==> config.mk <==
export PLATFORM = sky130hd
export DESIGN_NAME = dtc_core
export DESIGN_NICKNAME = d
export VERILOG_FILES = /design/src/rtl/dtc_pkg.sv /design/src/rtl/dtc_req_flag.sv /design/src/rtl/dtc_access_plan.sv /design/src/rtl/dtc_core.sv
export VERILOG_INCLUDE_DIRS = /design/src /design/src/rtl
export SDC_FILE = /design/constraint.sdc
export NUM_CORES = 1
export LEC_CHECK = 0
export ABC_CLOCK_PERIOD_IN_PS = 12200
export BUFFER_PORTS_ARGS = -buffer_cell sky130_fd_sc_hd__buf_2
export CAP_MARGIN = 20
export CORE_MARGIN = 2
export CORE_UTILIZATION = 40
export CTS_CLUSTER_DIAMETER = 150
export DETAILED_ROUTE_END_ITERATION = 10
export HOLD_SLACK_MARGIN = 0.15
export SLEW_MARGIN = 10
export SYNTH_ARGS = -nofsm -noshare
export SYNTH_HDL_FRONTEND = slang
export SYNTH_SLANG_ARGS = --single-unit
==> constraint.sdc <==
create_clock -name core_clk -period 12.2 [get_ports core_clk]
set_input_delay 1.22 -clock core_clk [delete_from_list [all_inputs] [get_ports core_clk]]
set_output_delay 1.22 -clock core_clk [all_outputs]
set_load 0.005 [all_outputs]
==> src/rtl/dtc_defines.svh <==
// Constants of the four-channel transfer engine: register map, fields, address regions.
// Assumes a 25 MHz core_clk and an APB master with 32-bit data.
// Overview of operation
// - Transfer is source read then destination write.
// - Odd 16-bit source read takes extra cycle.
// - Odd 16-bit destination write takes extra cycle.
// - Byte bus both ends: two reads, two writes.
// - Byte source, word destination: two reads, one write.
// - Word source, byte destination: one read, two writes.
// - Area width bit zero selects byte bus.
// - Width effects only for external expansion accesses.
// - Software wait states lengthen internal non-SFR accesses only.
// - External access stretched while ready-extension held.
// - Cycles equal reads times j plus writes times k.
// - External j,k: bus timing plus recovery cycle.
// - Same-period requests set flags together.
// - Channel 0 first, then 1, 2, 3.
// - Bus returns to CPU between channel transfers.
// - One merging flag per channel, cleared at grant.
// - Each grant moves exactly one unit.
// - Unit select zero byte, one halfword.
`ifndef DTC_DEFINES_SVH
`define DTC_DEFINES_SVH

// Register byte offsets.
`define DTC_OFF_CFG        8'h00
`define DTC_OFF_SWREQ      8'h04
`define DTC_OFF_STATUS     8'h08
`define DTC_OFF_ADDR_BASE  8'h10
`define DTC_OFF_ADDR_LAST  8'h2c

// Configuration register fields and reset value.
`define DTC_CFG_EXT_MODE   0
`define DTC_CFG_INT_WAIT   1
`define DTC_CFG_RECOVERY   2
`define DTC_CFG_UNIT_LSB   4
`define DTC_CFG_BUSW_LSB   8
`define DTC_CFG_EXTC_LSB   12
`define DTC_CFG_RESET      16'h2000

// Address regions and external area select.
`define DTC_SFR_LAST       24'h0003ff
`define DTC_INT_LAST       24'h00ffff
`define DTC_AREA_MSB       23
`define DTC_AREA_LSB       22

// Access coefficients in core clocks.
`define DTC_COEF_FAST      4'h1
`define DTC_COEF_SLOW      4'h2

`endif

==> src/rtl/dtc_pkg.sv <==
// Types shared by the transfer engine modules.
// Assumes dtc_defines.svh is on the include path.
package dtc_pkg;

    typedef enum logic [1:0] {DTC_IDLE, DTC_READ, DTC_WRITE} dtc_state_t;

    // Whole state of the engine top.
    typedef struct packed {
        dtc_state_t        state;
        logic [1:0]        chan;
        logic              beat;
        logic [3:0]        cnt;
        logic              need_cpu;
        logic [15:0]       hold;
        logic [15:0]       cfg;
        logic [3:0][23:0]  src;
        logic [3:0][23:0]  dst;
        logic [7:0]        last_cycles;
        logic              unit16;
        logic [1:0]        r_n;
        logic [3:0]        r_coef;
        logic              r_ext;
        logic              r_split;
        logic [1:0]        w_n;
        logic [3:0]        w_coef;
        logic              w_ext;
        logic              w_split;
        logic              owns_bus;
        logic [23:0]       mem_addr;
        logic              mem_rd;
        logic              mem_wr;
        logic              mem_byte;
        logic [15:0]       mem_wdata;
        logic [31:0]       prdata;
        logic              pready;
        logic              pslverr;
    } dtc_core_st_t;

    // State of one request flag.
    typedef struct packed {
        logic flag;
    } dtc_flag_st_t;

endpackage

==> src/rtl/dtc_req_flag.sv <==
// One channel request flag with merging sets and a clear at grant.
// Assumes set and clear are synchronous to core_clk.
module dtc_req_flag (
    input  wire logic core_clk,
    input  wire logic resetn,
    input  wire logic set,
    input  wire logic clear,
    output logic      flag
);

    dtc_pkg::dtc_flag_st_t st_r;
    dtc_pkg::dtc_flag_st_t st_nxt;

    // A request in the grant cycle survives, so no event is lost.
    always_comb
    begin
        st_nxt = st_r;
        if (set)
        begin
            st_nxt.flag = 1'b1;
        end
        else if (clear)
        begin
            st_nxt.flag = 1'b0;
        end
    end

    // State register.
    always_ff @(posedge core_clk or negedge resetn)
    begin
        if (!resetn)
        begin
            st_r <= '0;
        end
        else
        begin
            st_r <= st_nxt;
        end
    end

    assign flag = st_r.flag;

endmodule

==> src/rtl/dtc_access_plan.sv <==
// Works out bus cycles and clock coefficient for one side of a transfer.
// Purely combinational; the caller latches the results at grant.
`include "dtc_defines.svh"
module dtc_access_plan (
    input  wire logic [23:0] addr,
    input  wire logic        unit16,
    input  wire logic        ext_mode,
    input  wire logic [3:0]  busw,
    input  wire logic        int_wait,
    input  wire logic        recovery,
    input  wire logic [3:0]  ext_cyc,
    output logic [1:0]       n_cyc,
    output logic [3:0]       coef,
    output logic             is_ext,
    output logic             split
);

    logic [1:0] area;
    logic       wide;

    // Region decode, width choice and coefficient.
    always_comb
    begin
        area   = addr[`DTC_AREA_MSB:`DTC_AREA_LSB];
        is_ext = ext_mode && (addr > `DTC_INT_LAST);
        wide   = is_ext ? busw[area] : 1'b1;
        if (!unit16)
        begin
            n_cyc = 2'h1;
        end
        else if (!wide || addr[0])
        begin
            n_cyc = 2'h2;
        end
        else
        begin
            n_cyc = 2'h1;
        end
        split = unit16 && (n_cyc == 2'h2);
        if (is_ext)
        begin
            coef = ext_cyc + {3'h0, recovery};
        end
        else if (addr <= `DTC_SFR_LAST || int_wait)
        begin
            coef = `DTC_COEF_SLOW;
        end
        else
        begin
            coef = `DTC_COEF_FAST;
        end
    end

endmodule

==> src/rtl/dtc_core.sv <==
// Four-channel transfer engine: request flags, fixed-priority arbiter, bus
// cycle sequencer and APB register file.
// Assumes the CPU pulses cpu_access_done after each of its own bus accesses and
// that the memory bus answers within the counted cycles unless stretched.
`include "dtc_defines.svh"
module dtc_core (
    input  wire logic        core_clk,
    input  wire logic        resetn,
    input  wire logic        psel,
    input  wire logic        penable,
    input  wire logic        pwrite,
    input  wire logic [7:0]  paddr,
    input  wire logic [31:0] pwdata,
    output logic [31:0]      prdata,
    output logic             pready,
    output logic             pslverr,
    input  wire logic [3:0]  dma_request,
    input  wire logic        cpu_access_done,
    input  wire logic        ext_wait_hold,
    input  wire logic [15:0] mem_rdata,
    output logic             dma_owns_bus,
    output logic [23:0]      mem_addr,
    output logic             mem_rd,
    output logic             mem_wr,
    output logic             mem_byte,
    output logic [15:0]      mem_wdata
);

    dtc_pkg::dtc_core_st_t st_r;
    dtc_pkg::dtc_core_st_t st_nxt;

    logic [3:0]  channel_request_flag;
    logic [3:0]  flag_set;
    logic [3:0]  flag_clear;
    logic [3:0]  sw_set;
    logic        wr_take;
    logic        grant;
    logic [1:0]  pick;
    logic [3:0]  transfer_unit_select;
    logic [3:0]  external_bus_width_register;
    logic [1:0]  r_n;
    logic [3:0]  r_coef;
    logic        r_ext;
    logic        r_split;
    logic [1:0]  w_n;
    logic [3:0]  w_coef;
    logic        w_ext;
    logic        w_split;

    assign transfer_unit_select        = st_r.cfg[`DTC_CFG_UNIT_LSB +: 4];
    assign external_bus_width_register = st_r.cfg[`DTC_CFG_BUSW_LSB +: 4];

    // A write is taken on the second access cycle, when pready is already high.
    assign wr_take = psel && penable && pwrite && st_r.pready;
    assign sw_set  = (wr_take && paddr == `DTC_OFF_SWREQ) ? pwdata[3:0] : 4'h0;

    // Fixed priority pick, lowest channel number wins.
    always_comb
    begin
        pick = 2'h0;
        if (channel_request_flag[0])
        begin
            pick = 2'h0;
        end
        else if (channel_request_flag[1])
        begin
            pick = 2'h1;
        end
        else if (channel_request_flag[2])
        begin
            pick = 2'h2;
        end
        else
        begin
            pick = 2'h3;
        end
    end

    // A grant needs an idle engine and a completed CPU access since the last one.
    assign grant = (st_r.state == dtc_pkg::DTC_IDLE) && !st_r.need_cpu
                   && (channel_request_flag != 4'h0);

    // Hardware and software requests land in the same clock.
    assign flag_set   = dma_request | sw_set;
    assign flag_clear = grant ? (4'h1 << pick) : 4'h0;

    // One flag per channel.
    genvar gi;
    generate
        for (gi = 0; gi < 4; gi++)
        begin : g_flag
            dtc_req_flag u_flag (
                .core_clk (core_clk),
                .resetn   (resetn),
                .set      (flag_set[gi]),
                .clear    (flag_clear[gi]),
                .flag     (channel_request_flag[gi])
            );
        end
    endgenerate

    // Source side plan for the channel about to be granted.
    dtc_access_plan u_src_plan (
        .addr     (st_r.src[pick]),
        .unit16   (transfer_unit_select[pick]),
        .ext_mode (st_r.cfg[`DTC_CFG_EXT_MODE]),
        .busw     (external_bus_width_register),
        .int_wait (st_r.cfg[`DTC_CFG_INT_WAIT]),
        .recovery (st_r.cfg[`DTC_CFG_RECOVERY]),
        .ext_cyc  (st_r.cfg[`DTC_CFG_EXTC_LSB +: 4]),
        .n_cyc    (r_n),
        .coef     (r_coef),
        .is_ext   (r_ext),
        .split    (r_split)
    );

    // Destination side plan for the same channel.
    dtc_access_plan u_dst_plan (
        .addr     (st_r.dst[pick]),
        .unit16   (transfer_unit_select[pick]),
        .ext_mode (st_r.cfg[`DTC_CFG_EXT_MODE]),
        .busw     (external_bus_width_register),
        .int_wait (st_r.cfg[`DTC_CFG_INT_WAIT]),
        .recovery (st_r.cfg[`DTC_CFG_RECOVERY]),
        .ext_cyc  (st_r.cfg[`DTC_CFG_EXTC_LSB +: 4]),
        .n_cyc    (w_n),
        .coef     (w_coef),
        .is_ext   (w_ext),
        .split    (w_split)
    );

    // Sequencer, register file and APB answer.
    always_comb
    begin
        logic [4:0] idx;
        logic [5:0] rd_part;
        logic [5:0] wr_part;
        st_nxt  = st_r;
        idx     = 5'h0;
        rd_part = 6'h0;
        wr_part = 6'h0;

        // APB: pready rises one cycle into the access phase, for one cycle.
        st_nxt.pready  = psel && penable && !st_r.pready;
        st_nxt.pslverr = 1'b0;
        st_nxt.prdata  = 32'h0000_0000;
        if (psel && penable && !st_r.pready)
        begin
            if (paddr == `DTC_OFF_CFG)
            begin
                st_nxt.prdata = {16'h0000, st_r.cfg};
            end
            else if (paddr == `DTC_OFF_SWREQ)
            begin
                st_nxt.prdata = 32'h0000_0000;
            end
            else if (paddr == `DTC_OFF_STATUS)
            begin
                st_nxt.prdata = {16'h0000, st_r.last_cycles, st_r.chan,
                                 st_r.need_cpu, st_r.owns_bus, channel_request_flag};
            end
            else if (paddr >= `DTC_OFF_ADDR_BASE && paddr <= `DTC_OFF_ADDR_LAST
                     && paddr[1:0] == 2'h0)
            begin
                idx = paddr[6:2] - 5'h4;
                st_nxt.prdata = {8'h00, idx[0] ? st_r.dst[idx[2:1]] : st_r.src[idx[2:1]]};
            end
            else
            begin
                st_nxt.pslverr = 1'b1;
            end
        end
        if (wr_take)
        begin
            if (paddr == `DTC_OFF_CFG)
            begin
                st_nxt.cfg = pwdata[15:0];
            end
            else if (paddr >= `DTC_OFF_ADDR_BASE && paddr <= `DTC_OFF_ADDR_LAST
                     && paddr[1:0] == 2'h0)
            begin
                idx = paddr[6:2] - 5'h4;
                if (idx[0])
                begin
                    st_nxt.dst[idx[2:1]] = pwdata[23:0];
                end
                else
                begin
                    st_nxt.src[idx[2:1]] = pwdata[23:0];
                end
            end
        end

        case (st_r.state)
            dtc_pkg::DTC_IDLE:
            begin
                if (st_r.need_cpu && cpu_access_done)
                begin
                    st_nxt.need_cpu = 1'b0;
                end
                if (grant)
                begin
                    st_nxt.state    = dtc_pkg::DTC_READ;
                    st_nxt.chan     = pick;
                    st_nxt.unit16   = transfer_unit_select[pick];
                    st_nxt.r_n      = r_n;
                    st_nxt.r_coef   = r_coef;
                    st_nxt.r_ext    = r_ext;
                    st_nxt.r_split  = r_split;
                    st_nxt.w_n      = w_n;
                    st_nxt.w_coef   = w_coef;
                    st_nxt.w_ext    = w_ext;
                    st_nxt.w_split  = w_split;
                    st_nxt.beat     = 1'b0;
                    st_nxt.cnt      = r_coef - 4'h1;
                    st_nxt.owns_bus = 1'b1;
                    st_nxt.mem_rd   = 1'b1;
                    st_nxt.mem_addr = st_r.src[pick];
                    st_nxt.mem_byte = r_split || !transfer_unit_select[pick];
                    rd_part = 6'(r_n * r_coef);
                    wr_part = 6'(w_n * w_coef);
                    st_nxt.last_cycles = 8'(rd_part + wr_part);
                end
            end
            dtc_pkg::DTC_READ:
            begin
                if (st_r.cnt != 4'h0)
                begin
                    st_nxt.cnt = st_r.cnt - 4'h1;
                end
                else if (st_r.r_ext && ext_wait_hold)
                begin
                    st_nxt.cnt = 4'h0;
                end
                else
                begin
                    if (!st_r.mem_byte)
                    begin
                        st_nxt.hold = mem_rdata;
                    end
                    else if (st_r.beat)
                    begin
                        st_nxt.hold[15:8] = mem_rdata[7:0];
                    end
                    else
                    begin
                        st_nxt.hold[7:0] = mem_rdata[7:0];
                    end
                    if (!st_r.beat && st_r.r_n == 2'h2)
                    begin
                        st_nxt.beat     = 1'b1;
                        st_nxt.cnt      = st_r.r_coef - 4'h1;
                        st_nxt.mem_addr = st_r.mem_addr + 24'h000001;
                    end
                    else
                    begin
                        st_nxt.state    = dtc_pkg::DTC_WRITE;
                        st_nxt.beat     = 1'b0;
                        st_nxt.cnt      = st_r.w_coef - 4'h1;
                        st_nxt.mem_rd   = 1'b0;
                        st_nxt.mem_wr   = 1'b1;
                        st_nxt.mem_addr = st_r.dst[st_r.chan];
                        st_nxt.mem_byte = st_r.w_split || !st_r.unit16;
                        if (!st_r.mem_byte)
                        begin
                            st_nxt.mem_wdata = mem_rdata;
                        end
                        else if (st_r.beat)
                        begin
                            st_nxt.mem_wdata = st_r.w_split
                                ? {8'h00, st_r.hold[7:0]}
                                : {mem_rdata[7:0], st_r.hold[7:0]};
                        end
                        else
                        begin
                            st_nxt.mem_wdata = {8'h00, mem_rdata[7:0]};
                        end
                    end
                end
            end
            dtc_pkg::DTC_WRITE:
            begin
                if (st_r.cnt != 4'h0)
                begin
                    st_nxt.cnt = st_r.cnt - 4'h1;
                end
                else if (st_r.w_ext && ext_wait_hold)
                begin
                    st_nxt.cnt = 4'h0;
                end
                else if (!st_r.beat && st_r.w_n == 2'h2)
                begin
                    st_nxt.beat      = 1'b1;
                    st_nxt.cnt       = st_r.w_coef - 4'h1;
                    st_nxt.mem_addr  = st_r.mem_addr + 24'h000001;
                    st_nxt.mem_wdata = {8'h00, st_r.hold[15:8]};
                end
                else
                begin
                    st_nxt.state    = dtc_pkg::DTC_IDLE;
                    st_nxt.mem_wr   = 1'b0;
                    st_nxt.mem_byte = 1'b0;
                    st_nxt.owns_bus = 1'b0;
                    st_nxt.need_cpu = 1'b1;
                end
            end
            default:
            begin
                st_nxt.state = dtc_pkg::DTC_IDLE;
            end
        endcase
    end

    // State register.
    always_ff @(posedge core_clk or negedge resetn)
    begin
        if (!resetn)
        begin
            st_r       <= '0;
            st_r.state <= dtc_pkg::DTC_IDLE;
            st_r.cfg   <= `DTC_CFG_RESET;
        end
        else
        begin
            st_r <= st_nxt;
        end
    end

    assign prdata       = st_r.prdata;
    assign pready       = st_r.pready;
    assign pslverr      = st_r.pslverr;
    assign dma_owns_bus = st_r.owns_bus;
    assign mem_addr     = st_r.mem_addr;
    assign mem_rd       = st_r.mem_rd;
    assign mem_wr       = st_r.mem_wr;
    assign mem_byte     = st_r.mem_byte;
    assign mem_wdata    = st_r.mem_wdata;

endmodule

==> impl_metrics.env <==
export IMPL_drc=0
export IMPL_multi_input_area_um2=9380
export IMPL_track_usage=0.235
export IMPL_path_clk_slew_ns=0.06
export IMPL_synth_edf_count=0
export IMPL_p_int_mw=2.24
export IMPL_synth_area_um2=18800
export IMPL_end_kind="register"
export IMPL_post_cts_resized=0
export IMPL_synth_fa_ha_area_frac=0.0215
export IMPL_period_minus_slack_ns=5.57
export IMPL_fp_dieH_um=221
export IMPL_ant_nets=0
export IMPL_worst_slack_ns=6.63
export IMPL_core_area_um2=46500
export IMPL_max_cap_viol_count=0
export IMPL_finalWirelength_mm=56.2
export IMPL_cts_tree="yes"
export IMPL_max_freq_mhz=180
export IMPL_ctsHoldBuffers=0
export IMPL_worst_path_max_fanout=31
export IMPL_antenna_found_initial=6
export IMPL_vias_per_cell=5.96
export IMPL_h_tree_depth=2
export IMPL_hold_violations=0
export IMPL_syn2layout_area_growth_pct=10.2
export IMPL_synth_xor_area_share=0.00793
export IMPL_yosysSeqAreaShare=0.441
export IMPL_io_pins=145
export IMPL_grt_pass1_vias=13582
export IMPL_crit_required_ns=12.64
export IMPL_startpoint_type="register"
export IMPL_numCtsBuffers=39
export IMPL_synth_mux_area_frac=0.254
export IMPL_netlist_instances=1633
export IMPL_synth_compound_area_frac=0.120
export IMPL_post_cts_buffers=0
export IMPL_setup_violations=0
export IMPL_slowest_stage="dfrtp_1"
export IMPL_ys_async_sr_fraction=1.00
export IMPL_mostFrequentLayoutCells="dfrtp_1, mux2_2, nand2_1"
export IMPL_critPathTopFamily="compound AO/OA/AOI/OAI gates"
export IMPL_path_cells="buf_4, inv_2, a2bb2oi_1, a221oi_1, a31oi_2, a21o_1, and4_1, fa_1, fa_1, ha_1, a21o_1, a21o_1, a21oi_1, nor2_1, o21ai_0, nand2_1"
export IMPL_start_util=0.404
export IMPL_cp_common_cell="a21o_1"
export IMPL_register_area_um2=8290
export IMPL_ys_ff_latch=331
export IMPL_dp_slack_ns=6.74
export IMPL_wl_per_cell_um=24.5
export IMPL_synthFlopType="dfrtp_1"
export IMPL_status="complete, no violations"
export IMPL_die_w_um=221
export IMPL_skew_ns=0.0233
export IMPL_worstSkewPairLatency_ns=0.57
export IMPL_ir_drop_v=0.000156
export IMPL_final_nets=1760
export IMPL_final_setup_tns_ns=0
export IMPL_critPathMaxStageDelay_ns=0.78
export IMPL_crit_type="reg2reg"
export IMPL_worst_slew_pin_slew_ns=1.12
export IMPL_final_common_cell="dfrtp_1"
export IMPL_ys_types=95
export IMPL_rows=79
export IMPL_comb_power_share=0.312
export IMPL_min_period_over_period=0.457
export IMPL_grt_overflow_total=0
export IMPL_clockBufferDepth=3
export IMPL_cts_sinks=331
export IMPL_critPathBufInv=2
export IMPL_slew_viol_final=0
export IMPL_powerDensity_nw_per_um2=171
export IMPL_fill_cells=4335
export IMPL_power_frac_seq=0.371
export IMPL_dr_first_iter_drc_count=1282
export IMPL_p_sw_mw=1.29
export IMPL_syn_avg_cell_area_um2=11.5
export IMPL_place_hpwl_mm=38.9
export IMPL_hold_path_class="reg2reg"
export IMPL_dieArea_um2=48700
export IMPL_swShare=0.366
export IMPL_grt_pass1_wl_mm=85.5
export IMPL_grt_max_degree=162
export IMPL_yosysWarnings=0
export IMPL_cp_data_arrival_time_ns=6.01
export IMPL_relSlewSlack=0.250
export IMPL_synth_top_family_by_area="multiplexers"
export IMPL_clkPwrFrac=0.317
export IMPL_globalplace_congestion=0.891
export IMPL_p_leak_nw=9.60
export IMPL_firstDrtPassIters=7
export IMPL_rsz0062_at_grt="false"
export IMPL_drive_gt1_frac=0.331
export IMPL_synth_simple_area_share=0.0936
export IMPL_port_buffers=128
export IMPL_vias=13701
export IMPL_cts_root_buf="clkbuf_16"
final cells by class:
class | instances | area share
Clock buffer | 56 | 0.0552
Antenna cell | 1 | 0.000121
Multi-Input combinational cell | 1097 | 0.453
Inverter | 41 | 0.00744
Clock inverter | 11 | 0.00351
Tap cell | 607 | 0.0367
Sequential cell | 331 | 0.400
Timing Repair Buffer | 155 | 0.0433
cells by family (layout without fill, tap and decap cells):
family,after synthesis,in the layout
xor+xnor,17,17
simple gates,355,355
compound gates,334,334
buf+inv,212,263
other cells,1,9
mux,355,355
fa+ha+maj,28,28
flops,331,331
cells in the mapped netlist, drive strengths merged, types with 8 or more instances:
cell	number	area, µm²
a211oi	9	72.6
a21o	8	60.1
a21oi	62	314
a221oi	10	118
a222oi	11	110
a22oi	21	158
a31oi	19	131
buf	127	847
clkbuf	44	165
dfrtp	330	8260
ha	21	263
inv	40	150
mux2	234	2640
mux2i	49	503
mux4	72	1620
nand2	142	533
nand3	25	130
nand4	11	75.1
nor2	75	287
nor2b	9	56.3
nor3	26	141
nor3b	13	130
nor4	10	90.1
o21ai	117	589
o31ai	19	148
or4	9	78.8
xnor2	11	96.3
tightest hold or removal path, delay by kind of cell, from the launching register on:
kind               cells  cell delay, ns
AOI/OAI and AO/OA      1            0.05
and+or+nand+nor        1            0.05
DFF                    1            0.33
state kept, by name, summed over array words and instances (netlist names):
register                     count
dma_owns_bus                     1
external_bus_width_register      4
g_flag.u_flag.flag               4
mem_addr                        24
mem_byte                         1
mem_rd                           1
mem_wdata                       16
mem_wr                           1
prdata                          24
pready                           1
pslverr                          1
st_r                           253
worst paths after layout:
check | start | slack [ns] | cells after the start | to
setup / recovery | g_flag[0].u_flag.flag | 6.63 | 16 | st_r[101]
hold / removal | mem_wdata[9] | 0.47 | 2 | mem_wdata[9]
setup reg to reg | g_flag[0].u_flag.flag | 6.63 | 16 | st_r[101]
hold reg to reg | mem_wdata[9] | 0.47 | 2 | mem_wdata[9]
max in group asynchronous | resetn | 9.28 | 3 | prdata[19]
min in group asynchronous | resetn | 0.73 | 1 | mem_addr[5]
power groups by stage:
stage	sequential (mW)	combinational, mW	clock, mW
after floorplan	1.28	0.778	0
after global placement	1.32	1.05	0
after detailed placement	1.33	1.06	0
after CTS	1.31	1.07	1.14
after global routing	1.33	1.21	1.19
final	1.31	1.10	1.12
through the flow:
step	util	cells	power, mW	instance area [µm²]	hold slack, ns
2_1_floorplan	-	1640	2.06	18800	0.445
3_3_place_gp	0.418	2229	2.37	19400	0.455
3_5_place_dp	0.418	2229	2.39	19400	0.468
4_1_cts	0.444	2296	3.52	20600	0.480
5_1_grt	0.445	2298	3.72	20700	0.500
6_report	0.445	2299	3.53	20700	0.474
per-layer routing:
layer	global-route usage	vias to the layer above	wire length, µm
met5	0	-	62
met1	0.324	7003	24400
met4	0.0682	10	1480
li1	-	6047	-
met3	0.0737	100	5030
met2	0.355	541	25300
No activity file was read; power rests on OpenSTA's default activity.
